--- src/eca_pkg.sv ---
// Package: constants and carriers for the constant-mode address wrapper
package eca_pkg;
    // Address and data widths of the memory port
    localparam int ADDR_W = 32;
    localparam int DATA_W = 32;
    localparam int CNT_W = 16;
    // Wrap window: 64 bytes, six low address bits
    localparam int WRAP_BITS = 6;
    localparam logic [CNT_W-1:0] WRAP_BYTES = 16'h0040;
    // Bytes moved per data beat
    localparam logic [CNT_W-1:0] BEAT_BYTES = 16'h0004;
    localparam logic [ADDR_W-1:0] BEAT_STEP = 32'h0000_0004;
    // FIFO shape on the write data path
    localparam int FIFO_DEPTH = 8;
    // Register offsets (byte addresses)
    localparam logic [7:0] REG_CTRL = 8'h00;
    localparam logic [7:0] REG_ADDR = 8'h04;
    localparam logic [7:0] REG_COUNT = 8'h08;
    localparam logic [7:0] REG_STATUS = 8'h0c;
    localparam logic [7:0] REG_CUR = 8'h10;
    localparam logic [7:0] REG_WDATA = 8'h14;
    localparam logic [7:0] REG_RDATA = 8'h18;
    // Control field positions
    localparam int CTRL_START = 0;
    localparam int CTRL_DIR = 1;
    localparam int CTRL_MODE = 2;
    localparam int CTRL_REV2 = 3;
    // Status field positions
    localparam int STAT_BUSY = 0;
    localparam int STAT_DONE = 1;
    localparam int STAT_WRAPPED = 2;
    localparam int STAT_BADREAD = 3;
    // Reset values
    localparam logic [DATA_W-1:0] RST_WORD = 32'h0000_0000;
    localparam logic [CNT_W-1:0] RST_CNT = 16'h0000;

    // Memory-port access carrier
    typedef struct packed {
        logic [ADDR_W-1:0] addr;
        logic we;
        logic [DATA_W-1:0] data;
    } eca_mem_req_t;

    // Burst states
    typedef enum logic [1:0] {
        ST_IDLE,
        ST_RUN,
        ST_DONE
    } eca_state_t;
endpackage

--- src/eca_fifo.sv ---
// Small flip-flop FIFO for the write data path
`timescale 1ns/1ps
module eca_fifo #(
    parameter int WIDTH = 32,
    parameter int DEPTH = 8
) (
    input wire logic ref_clk_i,
    input wire logic rst_n_i,
    input wire logic ce_i,
    input wire logic in_valid_i,
    output logic in_ready_o,
    input wire logic [WIDTH-1:0] in_data_i,
    output logic out_valid_o,
    input wire logic out_ready_i,
    output logic [WIDTH-1:0] out_data_o
);
    localparam int AW = $clog2(DEPTH);
    // ----------------------------------------
    // Storage and pointers
    // ----------------------------------------
    logic [WIDTH-1:0] mem [DEPTH];  // Flip-flop storage
    logic [AW-1:0] wr_ptr;          // Next slot to fill
    logic [AW-1:0] rd_ptr;          // Next slot to drain
    logic [AW:0] count;             // Words held
    wire push = in_valid_i && in_ready_o && ce_i;
    wire pop = out_valid_o && out_ready_i && ce_i;

    // Full and empty come straight from the count
    // Compare at the count's own width so a power-of-two depth is not lost
    assign in_ready_o = (count != (AW+1)'(DEPTH));
    assign out_valid_o = (count != '0);
    assign out_data_o = mem[rd_ptr];

    // Pointers and count
    always_ff @(posedge ref_clk_i or negedge rst_n_i) begin
        if (!rst_n_i) begin
            wr_ptr <= '0;
            rd_ptr <= '0;
            count <= '0;
        end else begin
            if (push) wr_ptr <= wr_ptr + 1'b1;
            if (pop) rd_ptr <= rd_ptr + 1'b1;
            count <= count + (AW+1)'(push) - (AW+1)'(pop);
        end
    end

    // Data write, no reset needed on storage
    always_ff @(posedge ref_clk_i) begin
        if (push) mem[wr_ptr] <= in_data_i;
    end
endmodule

--- src/eca_port.sv ---
// External memory port address generator with constant-mode wrap
//
// Implementation choices: the placing of the registers and the Wishbone register port.
`timescale 1ns/1ps
module eca_port
    import eca_pkg::*;
(
    input wire logic ref_clk_i,
    input wire logic rst_n_i,
    input wire logic ce_i,
    // Wishbone classic slave
    input wire logic wb_cyc_i,
    input wire logic wb_stb_i,
    input wire logic wb_we_i,
    input wire logic [7:0] wb_adr_i,
    input wire logic [3:0] wb_sel_i,
    input wire logic [eca_pkg::DATA_W-1:0] wb_dat_i,
    output logic [eca_pkg::DATA_W-1:0] wb_dat_o,
    output logic wb_ack_o,
    // External memory side
    output eca_pkg::eca_mem_req_t mem_req_o,
    output logic mem_strobe_o,
    input wire logic mem_ready_i,
    input wire logic [eca_pkg::DATA_W-1:0] mem_rdata_i
);
    import eca_pkg::*;

    // What this block does
    // - Constant-mode writes wrap in 64-byte window
    // - Rev 2.0 constant reads wrap likewise
    // - Count below 64 falls back to stepping
    // - Stepping and single accesses addressed plainly

    // ----------------------------------------
    // Register state
    // ----------------------------------------
    logic dir_wr;                  // 1 = write burst, 0 = read burst
    logic const_mode;              // Constant (fixed) address mode
    logic rev2;                    // Revision 2.0 read behaviour
    logic [ADDR_W-1:0] base_addr;  // Programmed start address
    logic [CNT_W-1:0] total;       // First-dimension byte count
    logic [ADDR_W-1:0] cur_addr;   // Address of the current beat
    logic [CNT_W-1:0] left;        // Bytes still to move
    logic done;                    // Burst finished, sticky
    logic wrapped;                 // A wrap occurred this burst
    logic bad_read;                // Rev 1.1 constant read happened
    logic [DATA_W-1:0] rdata;      // Last word read from memory
    logic ack;                     // Wishbone acknowledge
    eca_state_t state;

    // ----------------------------------------
    // Bus decode
    // ----------------------------------------
    wire bus_req = wb_cyc_i && wb_stb_i && !ack;
    wire bus_wr = bus_req && wb_we_i && ce_i;
    wire wr_ctrl = bus_wr && (wb_adr_i == REG_CTRL);
    wire wr_addr = bus_wr && (wb_adr_i == REG_ADDR);
    wire wr_count = bus_wr && (wb_adr_i == REG_COUNT);
    wire wr_data = bus_wr && (wb_adr_i == REG_WDATA);
    wire start = wr_ctrl && wb_dat_i[CTRL_START] && (state != ST_RUN);

    // Merge write data under byte enables
    function automatic logic [DATA_W-1:0] merge(input logic [DATA_W-1:0] o,
            input logic [DATA_W-1:0] n, input logic [3:0] s);
        logic [DATA_W-1:0] r;
        r = o;
        for (int i = 0; i < 4; i++) begin
            if (s[i]) r[i*8 +: 8] = n[i*8 +: 8];
        end
        return r;
    endfunction

    // ----------------------------------------
    // Write data FIFO (back-pressure via ack)
    // ----------------------------------------
    logic fifo_in_ready;
    logic fifo_out_valid;
    logic [DATA_W-1:0] fifo_out_data;
    logic beat;

    eca_fifo #(.WIDTH(DATA_W), .DEPTH(FIFO_DEPTH)) u_fifo (
        .ref_clk_i(ref_clk_i),
        .rst_n_i(rst_n_i),
        .ce_i(ce_i),
        .in_valid_i(wr_data),
        .in_ready_o(fifo_in_ready),
        .in_data_i(wb_dat_i),
        .out_valid_o(fifo_out_valid),
        .out_ready_i(beat && dir_wr),
        .out_data_o(fifo_out_data)
    );

    // ----------------------------------------
    // Address generation
    // ----------------------------------------
    // Wrapping applies only in constant mode with a count of 64 or more;
    // reads wrap only on the later revision.
    wire wrap_ok = const_mode && (total >= WRAP_BYTES)
                   && (dir_wr || rev2);
    wire [WRAP_BITS-1:0] low_next = cur_addr[WRAP_BITS-1:0]
                   + BEAT_STEP[WRAP_BITS-1:0];
    wire [WRAP_BITS-1:0] low_start = base_addr[WRAP_BITS-1:0];
    // Window offset of next beat; crossing 64 bytes returns to start
    wire [WRAP_BITS-1:0] off_next = low_next - low_start;
    wire wrap_now = wrap_ok && (off_next == '0);
    // Upper bits frozen, low six stepped, a 64-byte pass reloads start
    wire [ADDR_W-1:0] wrap_addr = {cur_addr[ADDR_W-1:WRAP_BITS],
            wrap_now ? low_start : low_next};
    wire [ADDR_W-1:0] step_addr = cur_addr + BEAT_STEP;
    wire [ADDR_W-1:0] next_addr = wrap_ok ? wrap_addr : step_addr;
    // Rev 1.1 constant-mode read with a count of 64 or more: data is marked invalid
    wire read_invalid = const_mode && !dir_wr && !rev2
                        && (total >= WRAP_BYTES);

    // A beat fires when memory is ready and write data is on hand
    assign beat = (state == ST_RUN) && mem_ready_i && ce_i
                  && (!dir_wr || fifo_out_valid);
    wire last = (left <= BEAT_BYTES);

    assign mem_strobe_o = (state == ST_RUN) && (!dir_wr || fifo_out_valid);
    assign mem_req_o = '{addr: cur_addr, we: dir_wr, data: fifo_out_data};

    // ----------------------------------------
    // Burst sequencer
    // ----------------------------------------
    always_ff @(posedge ref_clk_i or negedge rst_n_i) begin
        if (!rst_n_i) begin
            state <= ST_IDLE;
            cur_addr <= RST_WORD;
            left <= RST_CNT;
        end else if (ce_i) begin
            case (state)
                ST_IDLE, ST_DONE: begin
                    if (start) begin
                        state <= (total == RST_CNT) ? ST_DONE : ST_RUN;
                        cur_addr <= base_addr;
                        left <= total;
                    end
                end
                ST_RUN: begin
                    // Step until the count is used up
                    if (beat) begin
                        cur_addr <= next_addr;
                        left <= last ? RST_CNT : left - BEAT_BYTES;
                        if (last) state <= ST_DONE;
                    end
                end
                default: state <= ST_IDLE;
            endcase
        end
    end

    // Status flags: a new burst clears, hardware sets win
    always_ff @(posedge ref_clk_i or negedge rst_n_i) begin
        if (!rst_n_i) begin
            done <= 1'b0;
            wrapped <= 1'b0;
            bad_read <= 1'b0;
            rdata <= RST_WORD;
        end else if (ce_i) begin
            // An empty burst is done at once
            done <= (beat && last) || (start && total == RST_CNT)
                    || (done && !start);
            wrapped <= (beat && wrap_now) || (wrapped && !start);
            // Set from the running config, not the one being replaced
            bad_read <= (beat && read_invalid)
                        || (bad_read && !start);
            if (beat && !dir_wr) begin
                // Invalid read data replaced by zero so it is obvious
                rdata <= read_invalid ? RST_WORD : mem_rdata_i;
            end
        end
    end

    // ----------------------------------------
    // Configuration registers
    // ----------------------------------------
    always_ff @(posedge ref_clk_i or negedge rst_n_i) begin
        if (!rst_n_i) begin
            dir_wr <= 1'b0;
            const_mode <= 1'b0;
            rev2 <= 1'b1;
            base_addr <= RST_WORD;
            total <= RST_CNT;
        end else begin
            // Config is locked while a burst runs
            if (wr_ctrl && state != ST_RUN) begin
                dir_wr <= wb_dat_i[CTRL_DIR];
                const_mode <= wb_dat_i[CTRL_MODE];
                rev2 <= wb_dat_i[CTRL_REV2];
            end
            if (wr_addr && state != ST_RUN)
                base_addr <= merge(base_addr, wb_dat_i, wb_sel_i);
            if (wr_count && state != ST_RUN)
                total <= CNT_W'(merge({16'h0000, total}, wb_dat_i, wb_sel_i));
        end
    end

    // ----------------------------------------
    // Read mux and acknowledge
    // ----------------------------------------
    // Write data stalls the ack while the FIFO is full
    wire ack_ok = bus_req && ce_i && !(wr_data && !fifo_in_ready);
    wire [DATA_W-1:0] status_word = {28'h0000000, bad_read, wrapped,
            done, state == ST_RUN};
    wire [DATA_W-1:0] ctrl_word = {28'h0000000, rev2, const_mode,
            dir_wr, 1'b0};
    wire [DATA_W-1:0] rd_mux =
        (wb_adr_i == REG_CTRL) ? ctrl_word :
        (wb_adr_i == REG_ADDR) ? base_addr :
        (wb_adr_i == REG_COUNT) ? {16'h0000, total} :
        (wb_adr_i == REG_STATUS) ? status_word :
        (wb_adr_i == REG_CUR) ? cur_addr :
        (wb_adr_i == REG_RDATA) ? rdata : RST_WORD;

    // One-cycle ack, unmapped reads return zero
    always_ff @(posedge ref_clk_i or negedge rst_n_i) begin
        if (!rst_n_i) begin
            ack <= 1'b0;
            wb_dat_o <= RST_WORD;
        end else begin
            ack <= ack_ok;
            if (ack_ok) wb_dat_o <= rd_mux;
            if (!ce_i) ack <= 1'b0;
        end
    end
    assign wb_ack_o = ack;
endmodule

--- config.mk ---
export PLATFORM = sky130hd
export DESIGN_NAME = eca_port
export DESIGN_NICKNAME = d
export VERILOG_FILES = /design/src/eca_pkg.sv /design/src/eca_fifo.sv /design/src/eca_port.sv
export SDC_FILE = /design/constraint.sdc
export NUM_CORES = 1
export LEC_CHECK = 0
export ABC_CLOCK_PERIOD_IN_PS = 8200
export BUFFER_PORTS_ARGS = -buffer_cell sky130_fd_sc_hd__buf_2
export CAP_MARGIN = 15
export CORE_UTILIZATION = 50
export CTS_CLUSTER_SIZE = 20
export DETAILED_ROUTE_END_ITERATION = 16
export GPL_ROUTABILITY_DRIVEN = 1
export PLACE_DENSITY = 0.69
export SETUP_SLACK_MARGIN = 0.05
export SYNTH_ARGS = -nofsm -noshare
export SYNTH_HDL_FRONTEND = slang
export SYNTH_SLANG_ARGS = --single-unit
--- constraint.sdc ---
create_clock -name ref_clk_i -period 8.2 [get_ports ref_clk_i]
set_input_delay 0 -clock ref_clk_i [delete_from_list [all_inputs] [get_ports ref_clk_i]]
set_output_delay 0 -clock ref_clk_i [all_outputs]
set_load 0.02 [all_outputs]
==> flow_metrics.py, run 1 <==
metrics = {
    "sta": {
        "rsz0062_at_grt": "false",
        "slew_violations": 0,
        "post-route-period-util_pct": 44.61,
        "finalSetupViolations": 0,
        "hold_viol_final": 0,
        "max_freq_ghz": 0.2734,
        "clock_skew_ns": 0.02924,
        "setup-tns-final_ns": 0,
        "min_period_ns": 3.658,
        "tightest_slew_ns": 1.140,
        "relSlewSlack_pct": 24.03,
    },
    "floorplan": {
        "boundaryPins": 182,
        "dieArea_um2": 38510,
        "coreArea_um2": 36870,
        "die-width_um": 196.2,
        "start_util_pct": 51.16,
        "rows": 70,
        "dieHeight_um": 196.2,
    },
    "global_routing": {
        "grt_overflow": 0,
        "grt_max_degree": 117,
        "antenna_found_initial": 1,
        "grt_pass1_vias": 12670,
        "grt_pass1_wl_mm": 74.44,
        "grt_use_total_pct": 25.34,
    },
    "placement": {
        "port_buffers": 181,
        "hpwl_mm": 31.07,
        "place_area_um2": 20320,
        "gp_congestion": 0.9233,
    },
    "worst_setup_path": {
        "critPathLaunchType": "flop",
        "arrival_ns": 4.12,
        "cp_data_required_time_ns": 8.66,
        "crit_type": "flop to flop",
        "crit_path_end_kind": "flop",
        "slowest_delay_ns": 0.83,
        "r2r-start": "state[0]",
        "path_cells": "nand2b_2 -> buf_4 -> nand4_1 -> o2bb2a_4 -> a221oi_2 -> a21oi_1 -> a31oi_1 -> dlygate4sd3_1",
        "crit_start": "state[0]",
        "cp_max_fo": 62,
        "crit_path_top_delay_cell": "a221oi_2",
    },
    "final_layout": {
        "syn2layout_area_growth_pct": 19.11,
        "regArea_um2": 12170,
        "drive_gt1_share_pct": 27.57,
        "multi_input_area_um2": 6304,
        "nFillCells": 2846,
        "n_antenna_cell": 0,
        "nets": 1690,
        "final_area_um2": 22470,
    },
    "logic_synthesis": {
        "seq_area_frac_synth_pct": 64.50,
        "yosysWarnings": 0,
        "synth_fp_nets": 1451,
        "synthMuxAreaShare_pct": 13.11,
        "synth_edf_count": 256,
        "avgSynthCellArea_um2": 13.96,
        "synth_top_family_by_area": "multiplexers",
        "yosys.area_share.simple_pct": 8.867,
        "synth_area_um2": 18870,
        "synth_fa_ha_area_share_pct": 1.167,
        "yosysUniqueCellTypes": 64,
        "async_flop_share_pct": 41.15,
        "ys.flop_type": "edfxtp_1",
        "synth_compound_area_share_pct": 9.232,
        "ys_seq_elements": 435,
        "synthCells": 1351,
        "synthXorXnorAreaFrac_pct": 0.6301,
    },
    "flow_run": {
        "maxCapViolCount": 0,
    },
    "clocking": {
        "tritoncts": "built",
        "post_cts_buffers": 0,
        "clockBufferDepth": 3,
        "cts.sinks": 435,
        "cts_htree_levels": 2,
        "clock_latency_ns": 0.55,
        "clk_pin_slew_ns": 0.06,
        "post_cts_resize_count": 0,
        "numCtsBuffers": 43,
        "root_buffer": "clkbuf_16",
    },
    "routing": {
        "drtIter0Drc": 1224,
        "via_per_inst": 5.990,
        "drtPass1Iterations": 8,
        "drc": 0,
        "routed_wl_mm": 47.89,
        "num_vias": 12750,
        "routedWlPerCell_um": 22.49,
        "ant_nets": 0,
    },
    "power": {
        "vdd_drop_max_v": 0.0001806,
        "leakage_nw": 8.727,
        "power_density_nw_per_um2": 224.7,
        "p_total_mw": 5.050,
    },
    "hold_path": {
        "hold_class": "primary input to flop",
        "min_from": "wb_sel_i[2]",
    },
    "outcome": {
        "status": "complete, no violations",
    },
}
[kinds of logic (layout without fill, tap and decap cells)]
| kind of cell | count (synthesis) | count (layout) |
|---|---|---|
| buf+inv | 111 | 385 |
| xor+xnor | 12 | 12 |
| flops | 435 | 435 |
| compound gates | 263 | 263 |
| simple gates | 357 | 357 |
| fa+ha+maj | 17 | 17 |
| mux | 156 | 156 |
[routing by layer]
layer	wire length, um	track usage [%]
met1	20470	36.62
met2	22590	39.79
met3	3681	4.487
met4	1144	7.031
met5	0	0
[cell type report]
class	count	share of cell area, %
Sequential cell	435	54.17
Multi-Input combinational cell	805	28.05
Timing Repair Buffer	276	8.124
Clock buffer	72	5.908
Tap cell	504	2.806
Inverter	29	0.4844
Clock inverter	8	0.4566
[Yosys cell counts, types with 10 or more instances]
cell	n	share of area, %
a21oi_1	54	1.4
a221oi_1	15	0.70
a222oi_1	18	0.96
a22o_1	11	0.51
and3_1	13	0.43
buf_1	10	0.20
clkbuf_1	58	1.2
dfrtp_1	178	24
edfxtp_1	256	41
ha_1	16	1.1
inv_1	29	0.58
mux2_2	89	5.3
mux4_2	64	7.6
nand2_1	144	2.9
nand3_1	55	1.5
nor2_1	56	1.1
nor3_1	23	0.61
nor4_1	14	0.46
o21ai_0	69	1.8
o21ai_1	22	0.58
o31ai_1	19	0.76
[critical path, delay by kind of cell, from the launching register on]
family	cells	cell delay, ns
buffers and inverters	2	1.15
DFF	1	0.50
and+or+nand+nor	2	0.45
AOI/OAI and AO/OA	4	1.48
[timing repair]
item | CTS | global route
hold endpoints to repair | 455 | 42
hold buffers | 68 | 1
endpoints found under the setup margin | 0 | 0
[where the power goes]
part           internal, mW  leakage (nW)  switching [mW]
clock                  1.14         0.694           0.822
combinational         0.198          3.32           0.318
sequential             2.45          4.71           0.123
total                  3.79          8.73            1.26
[placed cells by master (no fill, tap or decap), types with 7 or more instances in the layout]
| cell type | netlist | final |
|---|---|---|
| a22oi_1 | 7 | 7 |
| nand2b_1 | 9 | 8 |
| a222oi_1 | 18 | 18 |
| clkbuf_8 | 0 | 10 |
| o21ai_1 | 22 | 22 |
| dlygate4sd3_1 | 0 | 69 |
| a22o_1 | 11 | 11 |
| nor4_1 | 14 | 14 |
| and2_1 | 9 | 9 |
| buf_2 | 7 | 180 |
| nor2_1 | 56 | 49 |
| nand3_1 | 55 | 55 |
| a221oi_1 | 15 | 15 |
| mux4_2 | 64 | 64 |
| o21ai_0 | 69 | 68 |
| clkbuf_16 | 0 | 45 |
| inv_1 | 29 | 29 |
| dfrtp_1 | 178 | 176 |
| clkbuf_1 | 58 | 17 |
| mux2_2 | 89 | 89 |
| nor3_1 | 23 | 21 |
| ha_1 | 16 | 16 |
| a21oi_1 | 54 | 54 |
| edfxtp_1 | 256 | 256 |
| nand2_1 | 144 | 144 |
| o31ai_1 | 19 | 19 |
| nand4_1 | 7 | 7 |
| and3_1 | 13 | 13 |
| buf_4 | 2 | 24 |
[flip-flops by register name, indices dropped and copies added (netlist names)]
register	cells
u_fifo.mem	256
base_addr	32
cur_addr	32
rdata	32
wb_dat_o	32
left	16
total	16
u_fifo.count	4
u_fifo.rd_ptr	3
u_fifo.wr_ptr	3
state	2
bad_read	1
const_mode	1
dir_wr	1
done	1
rev2	1
wb_ack_o	1
wrapped	1
[stage by stage]
step | cells | utilization [%] | hold WS (ns) | setup WS, ns
2_1_floorplan | 1351 | - | -0.2956 | 4.181
4_1_cts | 2127 | 60.84 | 0.03168 | 4.591
6_report | 2129 | 60.94 | 0.04271 | 4.542
3_5_place_dp | 1979 | 55.12 | 0.2266 | 4.768
3_3_place_gp | 1978 | 55.08 | 0.2235 | 4.902
5_1_grt | 2129 | 60.94 | 0.06064 | 4.279
[final timing paths]
kind,cells past startpoint,endpoint,slack [ns]
worst min-delay path,3,base_addr[22],0.04
worst max register to register,8,cur_addr[12],4.54
worst max-delay path,8,cur_addr[12],4.54
min in group asynchronous,3,wb_dat_o[18],0.48
max in group asynchronous,4,u_fifo.rd_ptr[0],6.41
worst min register to register,2,rdata[0],0.47
Note: power is estimated with default switching activity, not from simulation.
==> run 2: changes to the inputs <==
--- a/config.mk
+++ b/config.mk
@@ -5,14 +5,14 @@
 export SDC_FILE = /design/constraint.sdc
 export NUM_CORES = 1
 export LEC_CHECK = 0
-export ABC_CLOCK_PERIOD_IN_PS = 8200
+export ABC_CLOCK_PERIOD_IN_PS = 3000
 export BUFFER_PORTS_ARGS = -buffer_cell sky130_fd_sc_hd__buf_2
 export CAP_MARGIN = 15
 export CORE_UTILIZATION = 50
 export CTS_CLUSTER_SIZE = 20
 export DETAILED_ROUTE_END_ITERATION = 16
 export GPL_ROUTABILITY_DRIVEN = 1
-export PLACE_DENSITY = 0.69
+export PLACE_DENSITY = 0.72
 export SETUP_SLACK_MARGIN = 0.05
 export SYNTH_ARGS = -nofsm -noshare
 export SYNTH_HDL_FRONTEND = slang
==> constraint.sdc (replaced) <==
create_clock -name ref_clk_i -period 3 [get_ports ref_clk_i]
set_input_delay 0 -clock ref_clk_i [delete_from_list [all_inputs] [get_ports ref_clk_i]]
set_output_delay 0 -clock ref_clk_i [all_outputs]
set_load 0.02 [all_outputs]
==> flow_metrics.py, run 2 (same netlist as run 1, synthesis figures left out) <==
metrics = {
    "routing": {
        "ant_nets": 0,
        "via_per_inst": 5.939,
        "routed_wl_mm": 48.70,
        "num_vias": 12850,
        "routedWlPerCell_um": 22.52,
        "drtIter0Drc": 1288,
        "drc": 0,
        "drtPass1Iterations": 6,
    },
    "worst_setup_path": {
        "r2r_slack_ns": 0.25,
        "crit_path_end_kind": "flop",
        "arrival_ns": 3.17,
        "critPathLaunchType": "flop",
        "rr_endpoint": "cur_addr[5]",
        "reg2regPathDepth": 9,
        "cp_data_required_time_ns": 3.43,
        "r2r-start": "cur_addr[2]",
        "cp_max_fo": 9,
        "crit_start": "cur_addr[2]",
        "crit_type": "flop to flop",
    },
    "clocking": {
        "post_cts_resize_count": 0,
        "tritoncts": "built",
        "cts_htree_levels": 2,
        "root_buffer": "clkbuf_16",
        "numCtsBuffers": 43,
        "clock_latency_ns": 0.56,
        "clk_pin_slew_ns": 0.07,
        "cts.sinks": 435,
        "clockBufferDepth": 3,
    },
    "final_layout": {
        "regMostFlops": "u_fifo.mem",
        "final_cell_mix": "256 x edfxtp_1, 180 x buf_2, 176 x dfrtp_1, 144 x nand2_1, 89 x mux2_2",
        "layoutNonFillerInstCount": 2163,
        "nFillCells": 2707,
        "n_antenna_cell": 0,
        "syn2layout_area_growth_pct": 22.05,
        "largest_register_ffs": 256,
        "layout_commonest_cell": "edfxtp_1",
        "drive_gt1_share_pct": 29.60,
        "nets": 1724,
        "final_util_pct": 62.45,
    },
    "global_routing": {
        "met2_usage_pct": 41.14,
        "grt_pass1_vias": 12970,
        "grt_pass1_wl_mm": 76.14,
        "grtUsageMet3_pct": 4.521,
        "grtUsageMet1_pct": 36.78,
        "grt_use_total_pct": 25.80,
        "top_usage_layer": "met2",
        "grt_max_degree": 76,
        "antenna_found_initial": 1,
        "grt_overflow": 0,
    },
    "floorplan": {
        "dieHeight_um": 196.2,
        "die-width_um": 196.2,
        "start_util_pct": 51.16,
        "coreArea_um2": 36870,
        "rows": 70,
        "boundaryPins": 182,
        "dieArea_um2": 38510,
    },
    "sta": {
        "max_freq_ghz": 0.3641,
        "fin_ws_ns": 0.2534,
        "rsz0062_at_grt": "false",
        "finalSetupViolations": 0,
        "min_period_ns": 2.747,
        "slew_violations": 0,
        "clock_skew_ns": 0.01495,
        "tightest_slew_ns": 0.7465,
        "relSlewSlack_pct": 50.23,
        "hold_viol_final": 0,
        "post-route-period-util_pct": 91.55,
    },
    "power": {
        "p_total_mw": 14.50,
        "power_density_nw_per_um2": 629.5,
        "power_frac_comb_pct": 10.4,
        "swShare_pct": 24.37,
        "p_seq_share_pct": 48.1,
        "clockPowerShare_pct": 41.4,
        "leakage_nw": 8.986,
        "intPower_mw": 10.96,
        "switchingPower_mw": 3.532,
        "vdd_drop_max_v": 0.0005288,
    },
    "outcome": {
        "status": "complete, no violations",
    },
    "placement": {
        "dp_cells": 2012,
        "port_buffers": 181,
        "gp_congestion": 0.9137,
        "pre_cts_ws_ns": 0.3472,
        "hpwl_mm": 31.12,
    },
    "flow_run": {
        "maxCapViolCount": 0,
    },
    "hold_path": {
        "hold_class": "primary input to asynchronous set/reset pin",
    },
}
[run 2: how the worst max path moves through the flow]
| stage | to | cells past startpoint |
|---|---|---|
| detailed placement | cur_addr[5] | 9 |
| global route | cur_addr[5] | 9 |
| finish | cur_addr[5] | 9 |
| CTS | mem_req_o[8] | 4 |
| global placement | cur_addr[3] | 9 |
| floorplan | u_fifo.mem[7][0] | 5 |
[run 2: cell type report]
type	instances	area (um^2)	share of cell area, %
Inverter	29	108.9	0.4727
Clock inverter	28	446.7	1.940
Timing Repair Buffer	310	2203	9.569
Multi-Input combinational cell	805	6322	27.46
Sequential cell	435	12170	52.87
Tap cell	504	630.6	2.739
Clock buffer	52	1141	4.956
[run 2: worst max-delay path, cell delays in order, from the launching register on]
cell and delay (ns):
dfrtp_1 0.40, ha_1 0.23, xor2_1 0.15, ha_1 0.18, xnor3_1 0.36, or4b_1 0.45
a211oi_2 0.26, buf_4 0.21, o41ai_1 0.08, a311oi_1 0.32
[run 2: what timing repair did]
action | 4_1_cts | 5_1_grt
hold buffers | 69 | 0
buffers inserted | 0 | 2
endpoints found under the hold margin | 462 | 0
setup endpoints to repair | 0 | 5
[run 2: power groups by stage]
stage | sequential, mW | combinational (mW) | clock, mW
2_1_floorplan | 7.05 | 0.905 | 0
3_3_place_gp | 7.07 | 1.37 | 0
3_5_place_dp | 7.09 | 1.42 | 0
4_1_cts | 6.97 | 1.50 | 6.06
5_1_grt | 7.02 | 1.69 | 6.29
6_report | 6.98 | 1.51 | 6.01
[run 2: metal layers]
metal	vias up	part of all wire (%)
met1	6447	43
met5	-	0
met4	0	2.4
met2	570	47
met3	77	7.2
li1	5753	-
[run 2: through the flow]
| stage | TNS [ns] | area, um^2 | hold slack, ns |
|---|---|---|---|
| after floorplan | -31.48 | 18880 | -0.2956 |
| after detailed placement | 0 | 20720 | 0.07285 |
| final | 0 | 23030 | 0.02173 |
| after CTS | 0 | 23000 | 0.03262 |
| after global placement | 0 | 20720 | 0.06274 |
| after global routing | 0 | 23030 | 0.05687 |
==> run 3: changes to the inputs <==
--- a/config.mk
+++ b/config.mk
@@ -6,14 +6,13 @@
 export NUM_CORES = 1
 export LEC_CHECK = 0
 export ABC_CLOCK_PERIOD_IN_PS = 3000
-export BUFFER_PORTS_ARGS = -buffer_cell sky130_fd_sc_hd__buf_2
+export BUFFER_PORTS_ARGS = -buffer_cell sky130_fd_sc_hd__buf_4
 export CAP_MARGIN = 15
 export CORE_UTILIZATION = 50
 export CTS_CLUSTER_SIZE = 20
 export DETAILED_ROUTE_END_ITERATION = 16
 export GPL_ROUTABILITY_DRIVEN = 1
 export PLACE_DENSITY = 0.72
-export SETUP_SLACK_MARGIN = 0.05
 export SYNTH_ARGS = -nofsm -noshare
 export SYNTH_HDL_FRONTEND = slang
 export SYNTH_SLANG_ARGS = --single-unit
==> flow_metrics.py, run 3 (same netlist as run 1, synthesis figures left out) <==
metrics = {
    "floorplan": {
        "rows": 70,
        "start_util_pct": 51.16,
        "dieHeight_um": 196.2,
        "dieArea_um2": 38510,
        "die-width_um": 196.2,
        "boundaryPins": 182,
        "coreArea_um2": 36870,
    },
    "sta": {
        "finalSetupViolations": 0,
        "min_period_ns": 2.807,
        "tightest_slew_ns": 0.8651,
        "fin_ws_ns": 0.1933,
        "holdWs_ns": 0.008792,
        "post-route-period-util_pct": 93.56,
        "clock_skew_ns": 0.01895,
        "rsz0062_at_grt": "false",
        "max_freq_ghz": 0.3563,
        "hold_viol_final": 0,
        "relSlewSlack_pct": 41.80,
        "slew_violations": 0,
        "setup-tns-final_ns": 0,
    },
    "final_layout": {
        "largest_register_ffs": 256,
        "n_antenna_cell": 0,
        "syn2layout_area_growth_pct": 24.11,
        "drive_gt1_share_pct": 29.49,
        "regMostFlops": "u_fifo.mem",
        "layoutNonFillerInstCount": 2159,
        "nFillCells": 2687,
        "nets": 1719,
        "final_area_um2": 23410,
        "final_cell_mix": "256 x edfxtp_1, 221 x buf_4, 176 x dfrtp_1, 144 x nand2_1, 89 x mux2_2",
        "final_util_pct": 63.50,
        "regArea_um2": 12170,
        "layout_commonest_cell": "edfxtp_1",
        "multi_input_area_um2": 6327,
    },
    "clocking": {
        "clock_latency_ns": 0.58,
        "post_cts_buffers": 0,
        "clk_pin_slew_ns": 0.06,
        "cts.sinks": 435,
        "cts_htree_levels": 2,
        "numCtsBuffers": 44,
        "tritoncts": "built",
        "root_buffer": "clkbuf_16",
        "clockBufferDepth": 3,
    },
    "global_routing": {
        "grt_use_total_pct": 26.20,
        "antenna_found_initial": 0,
        "grt_pass1_vias": 13180,
        "grt_overflow": 0,
        "grt_pass1_wl_mm": 76.99,
        "grt_max_degree": 69,
    },
    "routing": {
        "routedWlPerCell_um": 22.77,
        "drtPass1Iterations": 7,
        "drc": 0,
        "num_vias": 12970,
        "ant_nets": 0,
        "via_per_inst": 6.007,
        "drtIter0Drc": 1453,
        "routed_wl_mm": 49.17,
    },
    "placement": {
        "gp_congestion": 0.8943,
        "hpwl_mm": 31.71,
        "place_area_um2": 21170,
        "pre_cts_ws_ns": 0.2292,
        "dp_cells": 2008,
        "port_buffers": 181,
    },
    "hold_path": {
        "hold_class": "primary input to asynchronous set/reset pin",
    },
    "worst_setup_path": {
        "critPathBufInv": 1,
        "crit_type": "flop to flop",
        "crit_family": "XOR/XNOR gates",
        "slowest_delay_ns": 0.45,
        "crit_path_end_kind": "flop",
        "crit_path_top_delay_cell": "dfrtp_1",
        "cp_common_cell": "ha_1",
        "critPathLaunchType": "flop",
        "path_cells": "ha_1 -> xor2_1 -> ha_1 -> xnor3_1 -> or4b_1 -> a211oi_2 -> buf_4 -> mux2_2 -> nand3_1",
        "arrival_ns": 3.31,
        "cp_max_fo": 9,
        "cp_data_required_time_ns": 3.50,
    },
    "power": {
        "vdd_drop_max_v": 0.0003970,
        "p_total_mw": 14.37,
        "power_density_nw_per_um2": 613.6,
        "leakage_nw": 9.066,
    },
    "outcome": {
        "status": "complete, no violations",
    },
    "flow_run": {
        "maxCapViolCount": 0,
    },
}
## run 3: cell count changes in the layout (fill, tap and decap cells not counted), sizes merged
cell / before / now
buf: 241 / 235
bufinv: 11 / 5
clkbuf: 52 / 58
clkinv: 12 / 14
clkinvlp: 3 / 0
inv: 31 / 34
## run 3: routing by layer
metal / track usage (%) / wire, um / up-vias
met5: 0 / 0 / -
met4: 7.928 / 1312 / 0
met3: 4.538 / 3816 / 98
met2: 42.81 / 23790 / 547
met1: 36.14 / 20250 / 6587
li1: - / - / 5738
## run 3: path summary, 6_finish.rpt
path | start | end | slack, ns | cells past startpoint
worst max-delay path | cur_addr[3] | cur_addr[3] | 0.19 | 9
worst min-delay path | rst_n_i | cur_addr[22] | 0.009 | 2
worst max register to register | cur_addr[3] | cur_addr[3] | 0.19 | 9
worst min register to register | rdata[18] | rdata[18] | 0.47 | 2
max in group asynchronous | rst_n_i | u_fifo.count[1] | 2.18 | 3
min in group ref_clk_i | wb_sel_i[2] | base_addr[18] | 0.02 | 3
## run 3: final cells by class
cell class              count  area share (%)
clock buffers              58           5.280
clock inverters            24           1.320
inverters                  29          0.4649
multi-input cells         805           27.02
flip-flops and latches    435           51.99
well taps                 504           2.693
repair buffers            304           11.23
## run 3: timing repair
item	in CTS	in global routing
hold buffers	69	0
resized for setup	0	2
setup endpoints to repair	0	1
endpoints found under the hold margin	497	0
## run 3: power by group
| group | switching, mW | internal [mW] |
|---|---|---|
| clock | 2.41 | 3.39 |
| sequential | 0.319 | 6.69 |
| combinational | 0.919 | 0.643 |
| total | 3.64 | 10.7 |
